File: config.mk
export PLATFORM = sky130hd
export DESIGN_NAME = hcf_mailbox
export DESIGN_NICKNAME = d
export VERILOG_FILES = /design/src/inc/hcf_pkg.sv /design/src/core/hcf_mailbox.sv
export VERILOG_INCLUDE_DIRS = /design/src /design/src/inc
export SDC_FILE = /design/constraint.sdc
export NUM_CORES = 1
export LEC_CHECK = 0
export ABC_AREA = 1
export BUFFER_PORTS_ARGS = -buffer_cell sky130_fd_sc_hd__clkbuf_2
export CORE_MARGIN = 1
export CORE_UTILIZATION = 40
export CTS_BUF_LIST = sky130_fd_sc_hd__clkbuf_16
export CTS_CLUSTER_SIZE = 24
export DETAILED_ROUTE_END_ITERATION = 12
export RECOVER_POWER = 50
export SLEW_MARGIN = 20
export SYNTH_ARGS = -nofsm -noshare
export SYNTH_HDL_FRONTEND = slang
export SYNTH_SLANG_ARGS = --single-unit
File: constraint.sdc
create_clock -name clk -period 6.6 [get_ports clk]
set_input_delay 1.32 -clock clk [delete_from_list [all_inputs] [get_ports clk]]
set_output_delay 1.32 -clock clk [all_outputs]
set_load 0.005 [all_outputs]
File: src/inc/hcf_regs.svh
// register offsets, field positions and reset values of the host mailbox
// assumes byte-wide registers on a 4-bit register index bus
`ifndef HCF_REGS_SVH
`define HCF_REGS_SVH

`define HCF_ADDR_IN_LEN      4'h0
`define HCF_ADDR_OUT_LEN     4'h1
`define HCF_ADDR_OUT_DATA    4'h2
`define HCF_ADDR_IN_DATA     4'h3
`define HCF_ADDR_IRQ_EN      4'h4
`define HCF_ADDR_STATUS      4'h5
`define HCF_ADDR_IRQ_CLR     4'h6
`define HCF_ADDR_OUT_REMAIN  4'h7
`define HCF_ADDR_IN_REMAIN   4'h8

`define HCF_BIT_IN_AVAIL     2
`define HCF_BIT_IN_OVF       1
`define HCF_BIT_OUT_MSG      0

`define HCF_RST_IRQ_EN       3'h0
`define HCF_RST_IN_AVAIL     1'b1
`define HCF_RST_ZERO8        8'h00
`define HCF_RST_LEN          5'h00
`define HCF_ONE_LEN          5'h01

`endif

File: src/inc/hcf_pkg.sv
// types shared by the host mailbox
// constants themselves live in hcf_regs.svh
package hcf_pkg;
    typedef struct packed {
        logic       inAvail;
        logic       inOvf;
        logic       outMsg;
    } hcf_flags_t;

    typedef struct packed {
        logic       wr;
        logic       rd;
        logic [3:0] addr;
        logic [7:0] wdata;
    } hcf_hostreq_t;
endpackage

File: src/core/hcf_mailbox.sv
// host command mailbox: two 16-byte byte FIFOs between a parallel host
// bus and the embedded controller, with length, status and irq registers.
// assumes host strobes are one-cycle pulses synchronous to clk, and that
// the controller side uses valid/ready style single-cycle strobes.
`timescale 1ns/1ps
`include "hcf_regs.svh"

// Summary of operation
// host writes message byte count 0..16 to input length after the bytes
// output length register shows byte length of the pending output message
// each output data read returns the next output message byte in order
// each input data write pushes one byte into the input FIFO; the code drops writes while full or locked
// host polls input-available before it starts writing a message
// irq enable holds bits 2..0, cleared at reset, upper bits reserved
// status bit 2 shows input FIFO can accept a message; resets to one
// status bit 1 shows input FIFO full (overflow); resets to zero
// status bit 0 shows an output message is waiting; resets to zero
// status bits 7..3 carry a read-only silicon revision code
// writing one to clear bit 1 clears overflow and input-available flags
// writing one to clear bit 0 clears output message flag; zero does nothing
// read-only count of output message bytes still unread by the host
// read-only count of input message bytes not yet consumed by controller
// host loads controller firmware through the input FIFO after reset
// both FIFOs are 16 bytes, reached only through mailbox registers
// host interrupt asserts while any enabled status flag is set
// input-available drops on length write until message fully consumed
// reserved bits read as zero and ignore writes
module hcf_mailbox #(
    parameter int         DEPTH    = 16,
    parameter logic [4:0] REV_CODE = 5'h0a  // arbitrary value
) (
    // clock and reset
    input  wire logic                  clk,
    input  wire logic                  rst_b,
    // host register port
    input  wire hcf_pkg::hcf_hostreq_t hostReq,
    output logic [7:0]                 hostRdata,
    output logic                       hostIrq,
    // controller side: input message
    output logic                       ctlInMsgReady,
    output logic [4:0]                 ctlInMsgLen,
    output logic [7:0]                 ctlInData,
    input  wire logic                  ctlInPop,
    // controller side: output message
    input  wire logic                  ctlOutPush,
    input  wire logic [7:0]            ctlOutData,
    input  wire logic                  ctlOutCommit,
    output logic                       ctlOutFree
);
    localparam int AW = $clog2(DEPTH);

    // storage, memory owned here
    logic [7:0]    inMem  [DEPTH];
    logic [7:0]    outMem [DEPTH];
    logic [AW-1:0] inWp, inRp, outWp, outRp;
    logic [AW:0]   inCnt, outCnt;
    logic [4:0]    inLen, outLen, inRemain, outRemain;
    logic [2:0]    irqEn;
    hcf_pkg::hcf_flags_t flags;
    logic          inLocked;

    function automatic logic hit(input logic [3:0] a, input logic [3:0] r);
        hit = (a == r);
    endfunction

    wire wrInData  = hostReq.wr && hit(hostReq.addr, `HCF_ADDR_IN_DATA);
    wire wrInLen   = hostReq.wr && hit(hostReq.addr, `HCF_ADDR_IN_LEN);
    wire wrIrqEn   = hostReq.wr && hit(hostReq.addr, `HCF_ADDR_IRQ_EN);
    wire wrIrqClr  = hostReq.wr && hit(hostReq.addr, `HCF_ADDR_IRQ_CLR);
    wire rdOutData = hostReq.rd && hit(hostReq.addr, `HCF_ADDR_OUT_DATA);

    wire inFull   = (inCnt == (AW+1)'(DEPTH));
    wire inEmpty  = (inCnt == '0);
    wire outFull  = (outCnt == (AW+1)'(DEPTH));
    wire outEmpty = (outCnt == '0);

    // bytes written while locked or full are dropped and flag overflow
    wire inPush  = wrInData && !inFull && !inLocked;
    wire inOvfEv = wrInData && (inFull || inLocked);
    wire inPop   = ctlInPop && inLocked && !inEmpty && inRemain != '0;
    wire outPop  = rdOutData && !outEmpty && flags.outMsg;
    wire outPush = ctlOutPush && !outFull && !flags.outMsg;
    // message done when controller drains the last byte
    wire inDone  = inPop && inRemain == `HCF_ONE_LEN;
    wire outSet  = ctlOutCommit && !flags.outMsg;

    // set wins over clear on every flag
    wire next_inAvail = (inDone || (wrInLen && hostReq.wdata[4:0] == '0))
        ? 1'b1
        : (wrInLen ? 1'b0
        : ((wrIrqClr && hostReq.wdata[`HCF_BIT_IN_OVF]) ? 1'b0
        : flags.inAvail));
    wire next_inOvf  = inOvfEv || inFull ? 1'b1
        : ((wrIrqClr && hostReq.wdata[`HCF_BIT_IN_OVF]) ? 1'b0
        : flags.inOvf);
    wire next_outMsg = outSet ? 1'b1
        : ((wrIrqClr && hostReq.wdata[`HCF_BIT_OUT_MSG]) ? 1'b0
        : flags.outMsg);

    wire [2:0] flagVec = {flags.inAvail, flags.inOvf, flags.outMsg};
    wire next_irq = |(flagVec & irqEn);

    // read mux; reserved bits are zero
    logic [7:0] next_rdata;
    always_comb begin
        next_rdata = `HCF_RST_ZERO8;
        unique case (hostReq.addr)
            `HCF_ADDR_IN_LEN:     next_rdata = {3'h0, inLen};
            `HCF_ADDR_OUT_LEN:    next_rdata = {3'h0, outLen};
            // unwritten storage must not leak onto the bus before a message
            `HCF_ADDR_OUT_DATA:   next_rdata = flags.outMsg ? outMem[outRp]
                                             : `HCF_RST_ZERO8;
            `HCF_ADDR_IRQ_EN:     next_rdata = {5'h00, irqEn};
            `HCF_ADDR_STATUS:     next_rdata = {REV_CODE, flagVec};
            `HCF_ADDR_OUT_REMAIN: next_rdata = {3'h0, outRemain};
            `HCF_ADDR_IN_REMAIN:  next_rdata = {3'h0, inRemain};
            default:              next_rdata = `HCF_RST_ZERO8;
        endcase
    end

    // memories carry no reset; pointers guard against stale reads
    always_ff @(posedge clk) begin
        if (inPush)
            inMem[inWp] <= hostReq.wdata;
        if (outPush)
            outMem[outWp] <= ctlOutData;
    end

    always_ff @(posedge clk) begin
        if (!rst_b) begin
            inWp  <= '0;
            inRp  <= '0;
            inCnt <= '0;
        end else begin
            if (inPush)
                inWp <= inWp + 1'b1;
            if (inPop)
                inRp <= inRp + 1'b1;
            inCnt <= inCnt + (AW+1)'(inPush) - (AW+1)'(inPop);
        end
    end

    always_ff @(posedge clk) begin
        if (!rst_b) begin
            outWp  <= '0;
            outRp  <= '0;
            outCnt <= '0;
        end else begin
            if (outPush)
                outWp <= outWp + 1'b1;
            if (outPop)
                outRp <= outRp + 1'b1;
            outCnt <= outCnt + (AW+1)'(outPush) - (AW+1)'(outPop);
        end
    end

    // length write hands the message over; 16 is the top legal count
    always_ff @(posedge clk) begin
        if (!rst_b) begin
            inLen    <= `HCF_RST_LEN;
            inRemain <= `HCF_RST_LEN;
            inLocked <= 1'b0;
        end else if (wrInLen && !inLocked) begin
            inLen    <= hostReq.wdata[4:0];
            inRemain <= hostReq.wdata[4:0];
            inLocked <= hostReq.wdata[4:0] != '0;
        end else if (inPop) begin
            inRemain <= inRemain - 1'b1;
            inLocked <= !inDone;
        end
    end

    // output length latched from bytes staged when the message commits
    always_ff @(posedge clk) begin
        if (!rst_b) begin
            outLen    <= `HCF_RST_LEN;
            outRemain <= `HCF_RST_LEN;
        end else if (outSet) begin
            outLen    <= 5'(outCnt);
            outRemain <= 5'(outCnt);
        end else if (outPop) begin
            outRemain <= outRemain - 1'b1;
        end
    end

    always_ff @(posedge clk) begin
        if (!rst_b) begin
            irqEn <= `HCF_RST_IRQ_EN;
        end else if (wrIrqEn) begin
            irqEn <= hostReq.wdata[2:0];
        end
    end

    always_ff @(posedge clk) begin
        if (!rst_b) begin
            flags.inAvail <= `HCF_RST_IN_AVAIL;
            flags.inOvf   <= 1'b0;
            flags.outMsg  <= 1'b0;
        end else begin
            flags.inAvail <= next_inAvail;
            flags.inOvf   <= next_inOvf;
            flags.outMsg  <= next_outMsg;
        end
    end

    // registered outputs; read data is valid the cycle after the strobe
    always_ff @(posedge clk) begin
        if (!rst_b) begin
            hostRdata     <= `HCF_RST_ZERO8;
            hostIrq       <= 1'b0;
            ctlInMsgReady <= 1'b0;
            ctlInMsgLen   <= `HCF_RST_LEN;
            ctlInData     <= `HCF_RST_ZERO8;
            ctlOutFree    <= 1'b0;
        end else begin
            hostRdata     <= next_rdata;
            hostIrq       <= next_irq;
            ctlInMsgReady <= inLocked && !inDone;
            ctlInMsgLen   <= inRemain;
            ctlInData     <= inMem[inRp + AW'(inPop)];
            ctlOutFree    <= !flags.outMsg && outEmpty;
        end
    end
endmodule // hcf_mailbox

Yosys cells after proc, flatten, opt, wreduce, memory -nomap -nowiden
Memories as Yosys holds them, arrays and structs flattened. A register that Yosys moved wholly into a read port is not among the register bits.
Index checks and enable logic that the tools add are counted.
Widths: inputs -> output; s select.
Storage, ports and cells
  input port bits: 27
  bits in registers: 69
  bits in writable memories: 256
  memories: 2
  output and inout port bits: 24
Operators by class
  multiplexer cells: 19
  bitwise operators: 2
  reduce and logical (&&, ||, !) cells: 47
  add/subtract/negate cells: 11
  eq/ne operators: 11
Memory list
  inMem: words 16, bits a word 8, read ports 1, clocked after memory_dff 1, write ports 1, RTL line hcf_mailbox.sv:53  | logic [7:0] inMem [DEPTH];
  outMem: words 16, bits a word 8, read ports 1, clocked after memory_dff 1, write ports 1, RTL line hcf_mailbox.sv:54  | logic [7:0] outMem [DEPTH];
Operators by type and width (number)
  $pmux 8 s7: 1
  $logic_and 1x1->1: 23
  $mux 5: 4
  $add 4x1->4 const B: 4
  $eq 4x3->1 const B: 4
  $logic_not 5->1: 3
  $mux 1: 11
  $add 5x1->5: 2
  $eq 5x5->1 const B: 2
  $reduce_bool 2->1: 5
  $reduce_bool 5->1: 2
  $sub 5x1->5: 2
  $sub 5x1->5 const B: 2
  $eq 4x2->1 const B: 2
  $logic_not 1->1: 8
  $mux 4: 2
  $mux 8: 1
  $eq 5x1->1 const B: 1
  $add 4x1->4: 1
  $eq 4x1->1 const B: 1
  $eq 4x4->1 const B: 1
  $logic_not 4->1: 1
  $and 3x3->3: 1
  $logic_or 1x1->1: 3
  3 further kinds: 3

Depth between registers and ports, before layout
  depth in word-level cells: 8
  mapped depth: 14
  mapped depth without buffers: 14

Worst setup path before layout
OpenSTA, ideal clock, no wires.
  path kind: input port to flip-flop
  start: input port hostReq[11] (netlist name)
  end: register inCnt[4]
  data arrival time: 3.219 ns
  path slack: 3.311 ns
  library setup time: 0.070 ns
  cell stages on the path: 14
  path through: inv_1 -> nand2_2 -> inv_1 -> nand3_1 -> inv_1 -> nand3_4 -> ha_1 -> inv_1 -> ha_1 -> inv_1 -> fa_1 -> o31ai_1 -> o21ai_0 -> a21oi_1
On the way
  longest elaborated chain between the ends: 6
RTL lines
  start: declaration: RTL line hcf_mailbox.sv:36  | input wire hcf_pkg::hcf_hostreq_t hostReq,
  $eq 4x2->1: RTL line hcf_mailbox.sv:63  | hit = (a == r);
  $logic_and 1x1->1: RTL line hcf_mailbox.sv:66  | wire wrInData = hostReq.wr && hit(hostReq.addr, `HCF_ADDR_IN_DATA);
  $logic_and 1x1->1 (2 in a row): RTL line hcf_mailbox.sv:78  | wire inPush = wrInData && !inFull && !inLocked;
  $add 5x1->5: RTL line hcf_mailbox.sv:139  | inCnt <= inCnt + (AW+1)'(inPush) - (AW+1)'(inPop);
  $sub 5x1->5: RTL line hcf_mailbox.sv:139
  end signal: assignment: RTL line hcf_mailbox.sv:139
  end: declaration: RTL line hcf_mailbox.sv:56  | logic [AW:0] inCnt, outCnt;
Every way passes these cells.
A chain may end at the register's enable or synchronous reset.

Final worst setup path
  start: input port ctlInPop
  end: register ctlInData[1] (read register of inMem)
On the way
  longest elaborated chain between the ends: 4
RTL lines
  start: declaration: RTL line hcf_mailbox.sv:43  | input wire logic ctlInPop,
  $logic_and 1x1->1 (3 in a row): RTL line hcf_mailbox.sv:80  | wire inPop = ctlInPop && inLocked && !inEmpty && inRemain != '0;
  net inPop: RTL line hcf_mailbox.sv:80
  $add 4x1->4: RTL line hcf_mailbox.sv:220  | ctlInData <= inMem[inRp + AW'(inPop)];
  end: declaration: RTL line hcf_mailbox.sv:42  | output logic [7:0] ctlInData,
The timed path passes the listed nets, and every way through them passes these cells.

==> out/metrics.yaml <==
grt:
  grt_antenna_before_repair: 0
  grt_use_total_pct: 17.7
  grt_pass1_wl_um: 49500
  grt_max_degree: 67
  grt_pass1_vias: 8977
  grt.overflow.total: 0
floorplan:
  start_util_pct: 40.7
  die_x_um: 190
  core_um2: 34600
  die_h_um: 190
  ios: 51
  row_count: 68
  design.die.area_um2: 36000
worst_setup_path:
  critPathCaptureType: "flip-flop"
  slowest_delay_ns: 0.57
  crit_path_max_fanout: 65
  reg2reg_to: "ctlInData[1]$_SDFF_PN0_"
  crit_family: "buffers and inverters"
  rrSetupSlack_ns: 2.99
  crit_arrival_ns: 4.08
  critPathKind: "in -> reg"
  critPathRequiredTime_ns: 6.91
  critPathSlowestCell: "inv_2"
  startpoint_type: "input port"
  reg2reg_depth: 12
  cp_num_buf_inv: 5
  startpoint: "ctlInPop"
  r2r-start: "inRemain[0]$_SDFFE_PN0P_"
  crit_path_cell_trace: "clkbuf_2 -> nand2_1 -> inv_1 -> nand3_2 -> clkinv_1 -> ha_2 -> buf_4 -> inv_2 -> o21ai_0 -> o211ai_1 -> nand3_1 -> a21oi_1"
clocking:
  postCtsResizedCells: 0
  ctsHoldBuffers: 0
  insertion_delay_ns: 0.53
  clockBufferDepth: 3
  clkSinkCount: 337
  cts_buffers: 38
  cts_root_buf: "clkbuf_16"
  cts-htree-levels: 2
  clk_pin_slew_worst_paths_ns: 0.06
  cts_tree: "built"
  post-cts-setup-buffer-count: 0
timing:
  tightest_slew_ns: 2.16
  finalCritPeriodShare_pct: 57.0
  setup_violations: 0
  finalHoldViolCount: 0
  slew_headroom_pct: -43.9
  skew_ns: 0.0175
  drv_slew: 42
  rsz0062_at_grt: "false"
  max_freq_ghz: 0.266
  min_period_ns: 3.76
  tns_ns: 0
drt:
  drt-pass1-iter-count: 5
  via_per_inst: 5.14
  drc: 0
  wl_per_cell_um: 17.1
  drt-total-wl_um: 31500
  vias: 9430
  detail-route-antenna-nets: 0
  drt-initial-drc-count: 635
place:
  io_buffers: 50
  globalplace.congestion: 0.837
  dp_hpwl_um: 19600
yosys:
  synth.avg_cell_area_um2: 10.7
  synth-async-reset-ratio_pct: 0
  synth_fp_nets: 1369
  synthesis.area_um2: 14100
  synthFlopType: "edfxtp_1"
  synth_edf_count: 256
  yosysWarnings: 0
  synthDistinctLibCells: 42
  ys_ff_latch: 337
  syn_inst: 1313
  synth-seq-area-share_pct: 66.0
run:
  drv_cap: 1
final_layout:
  drive_gt1_share_pct: 8.76
  final_nets: 1408
  final_util_pct: 45.6
  syn_to_final_growth_pct: 11.9
  diodes: 0
hold_path:
  hold_path.class: "reg -> reg"
  hold_path_end: "ctlInMsgLen[4]$_SDFF_PN0_"
  min_from: "inRemain[4]$_SDFFE_PN0P_"
  worstHoldPathCells: 2
run_status:
  violations: "capacitance limit, slew limit"
  status: "complete, but fails checks"
power:
  p_per_area_nw_per_um2: 282
  leakage_nw: 5.74
  irDropWorstVdd_mv: 0.176
-- routing by layer --
metal,routed length [um],track usage (%)
met1,14600,24.5
met2,14600,28.2
met3,1380,2.77
met4,876,6.51
met5,0,0
-- registers in the layout, summed over array words and instances (netlist names), 8 cells and up, named ones only --
name       cells
outMem       128
inMem        128
hostRdata      8
ctlInData      8
-- layout by cell type (no fill, tap or decap), types with 3 or more instances in the layout --
cell type | synthesis | routed
a31oi_1 | 4 | 4
a21oi_1 | 64 | 64
nand2_1 | 204 | 204
inv_1 | 93 | 106
buf_4 | 2 | 4
nand4_1 | 6 | 6
dfxtp_1 | 81 | 80
clkinv_1 | 1 | 6
inv_2 | 9 | 12
o211ai_2 | 8 | 8
nand3_1 | 111 | 111
clkbuf_16 | 0 | 39
clkbuf_2 | 0 | 30
xor2_1 | 6 | 6
o211ai_1 | 32 | 32
nor2_1 | 191 | 191
nand3_2 | 3 | 3
edfxtp_1 | 256 | 256
o21ai_0 | 125 | 125
nor3_1 | 6 | 6
o21ai_1 | 4 | 4
clkbuf_1 | 27 | 20
nand2_2 | 3 | 3
ha_1 | 27 | 25
clkinv_2 | 0 | 7
-- cell usage after synthesis, drive strengths merged, types with 6 or more instances --
| master | number | share of area (%) |
|---|---|---|
| xor2 | 7 | 0.49 |
| nand3 | 116 | 4.4 |
| o21ai | 129 | 4.6 |
| clkbuf | 27 | 0.72 |
| nor3 | 7 | 0.33 |
| inv | 102 | 2.7 |
| buf | 29 | 1.2 |
| edfxtp | 256 | 55 |
| nor2 | 195 | 5.4 |
| nand4 | 6 | 0.27 |
| nand2 | 207 | 5.6 |
| o211ai | 40 | 2.4 |
| a21oi | 64 | 2.3 |
| dfxtp | 81 | 11 |
| ha | 27 | 2.4 |
-- per-stage QoR --
step	hold slack, ns	total power, mW	area, um2	setup slack, ns	instances
6_report	0.466	4.45	15800	2.84	1836
5_1_grt	0.487	4.60	15800	2.57	1836
4_1_cts	0.470	4.49	15800	2.94	1836
3_5_place_dp	0.461	2.61	14700	2.39	1767
3_3_place_gp	0.458	2.60	14700	2.48	1767
2_1_floorplan	0.420	2.53	14100	3.31	1313
-- logic make-up (layout without fill, tap and decap cells) --
| logic type | count (synthesis) | count (layout) | synth area share (%) |
|---|---|---|---|
| adders and majority gates | 29 | 29 | 2.68 |
| and+or+nand+nor | 534 | 534 | 16.1 |
| DFF | 337 | 337 | 66.0 |
| buffers and inverters | 159 | 227 | 4.64 |
| AOI/OAI and AO/OA | 245 | 245 | 9.86 |
| xor gates and xnor gates | 9 | 9 | 0.666 |
-- worst register-to-register path, stage by stage, from the launching register on --
cell and delay [ns]:
dfxtp_1 0.37, inv_1 0.14, ha_1 0.16, nand3_1 0.10
nand3_2 0.17, clkinv_1 0.25, ha_2 0.40, buf_4 0.52
inv_2 0.58, o21ai_0 0.35, o211ai_1 0.12, nand3_1 0.15
a21oi_1 0.09
-- power by group --
part | switching [mW] | internal [mW]
clock | 0.821 | 1.07
combinational | 0.152 | 0.0660
sequential | 0.0225 | 2.32
-- worst max-delay path by stage --
stage	end	depth (start not counted)	slack, ns
floorplan	inCnt[4]$_SDFF_PN0_	14	3.31
global placement	ctlInData[2]$_SDFF_PN0_	12	2.48
detailed placement	ctlInData[1]$_SDFF_PN0_	12	2.39
CTS	ctlInData[2]$_SDFF_PN0_	12	2.94
global route	ctlInData[6]$_SDFF_PN0_	12	2.57
finish	ctlInData[1]$_SDFF_PN0_	12	2.84
-- final cells by class --
| class | count | area, um2 |
|---|---|---|
| Clock buffer | 39 | 976 |
| Clock inverter | 30 | 130 |
| Fill cell | 3203 | 18900 |
| Inverter | 103 | 388 |
| Multi-Input combinational cell | 817 | 4140 |
| Sequential cell | 337 | 9310 |
| Tap cell | 455 | 569 |
| Timing Repair Buffer | 55 | 259 |
Power figures use the tool's default switching activity.
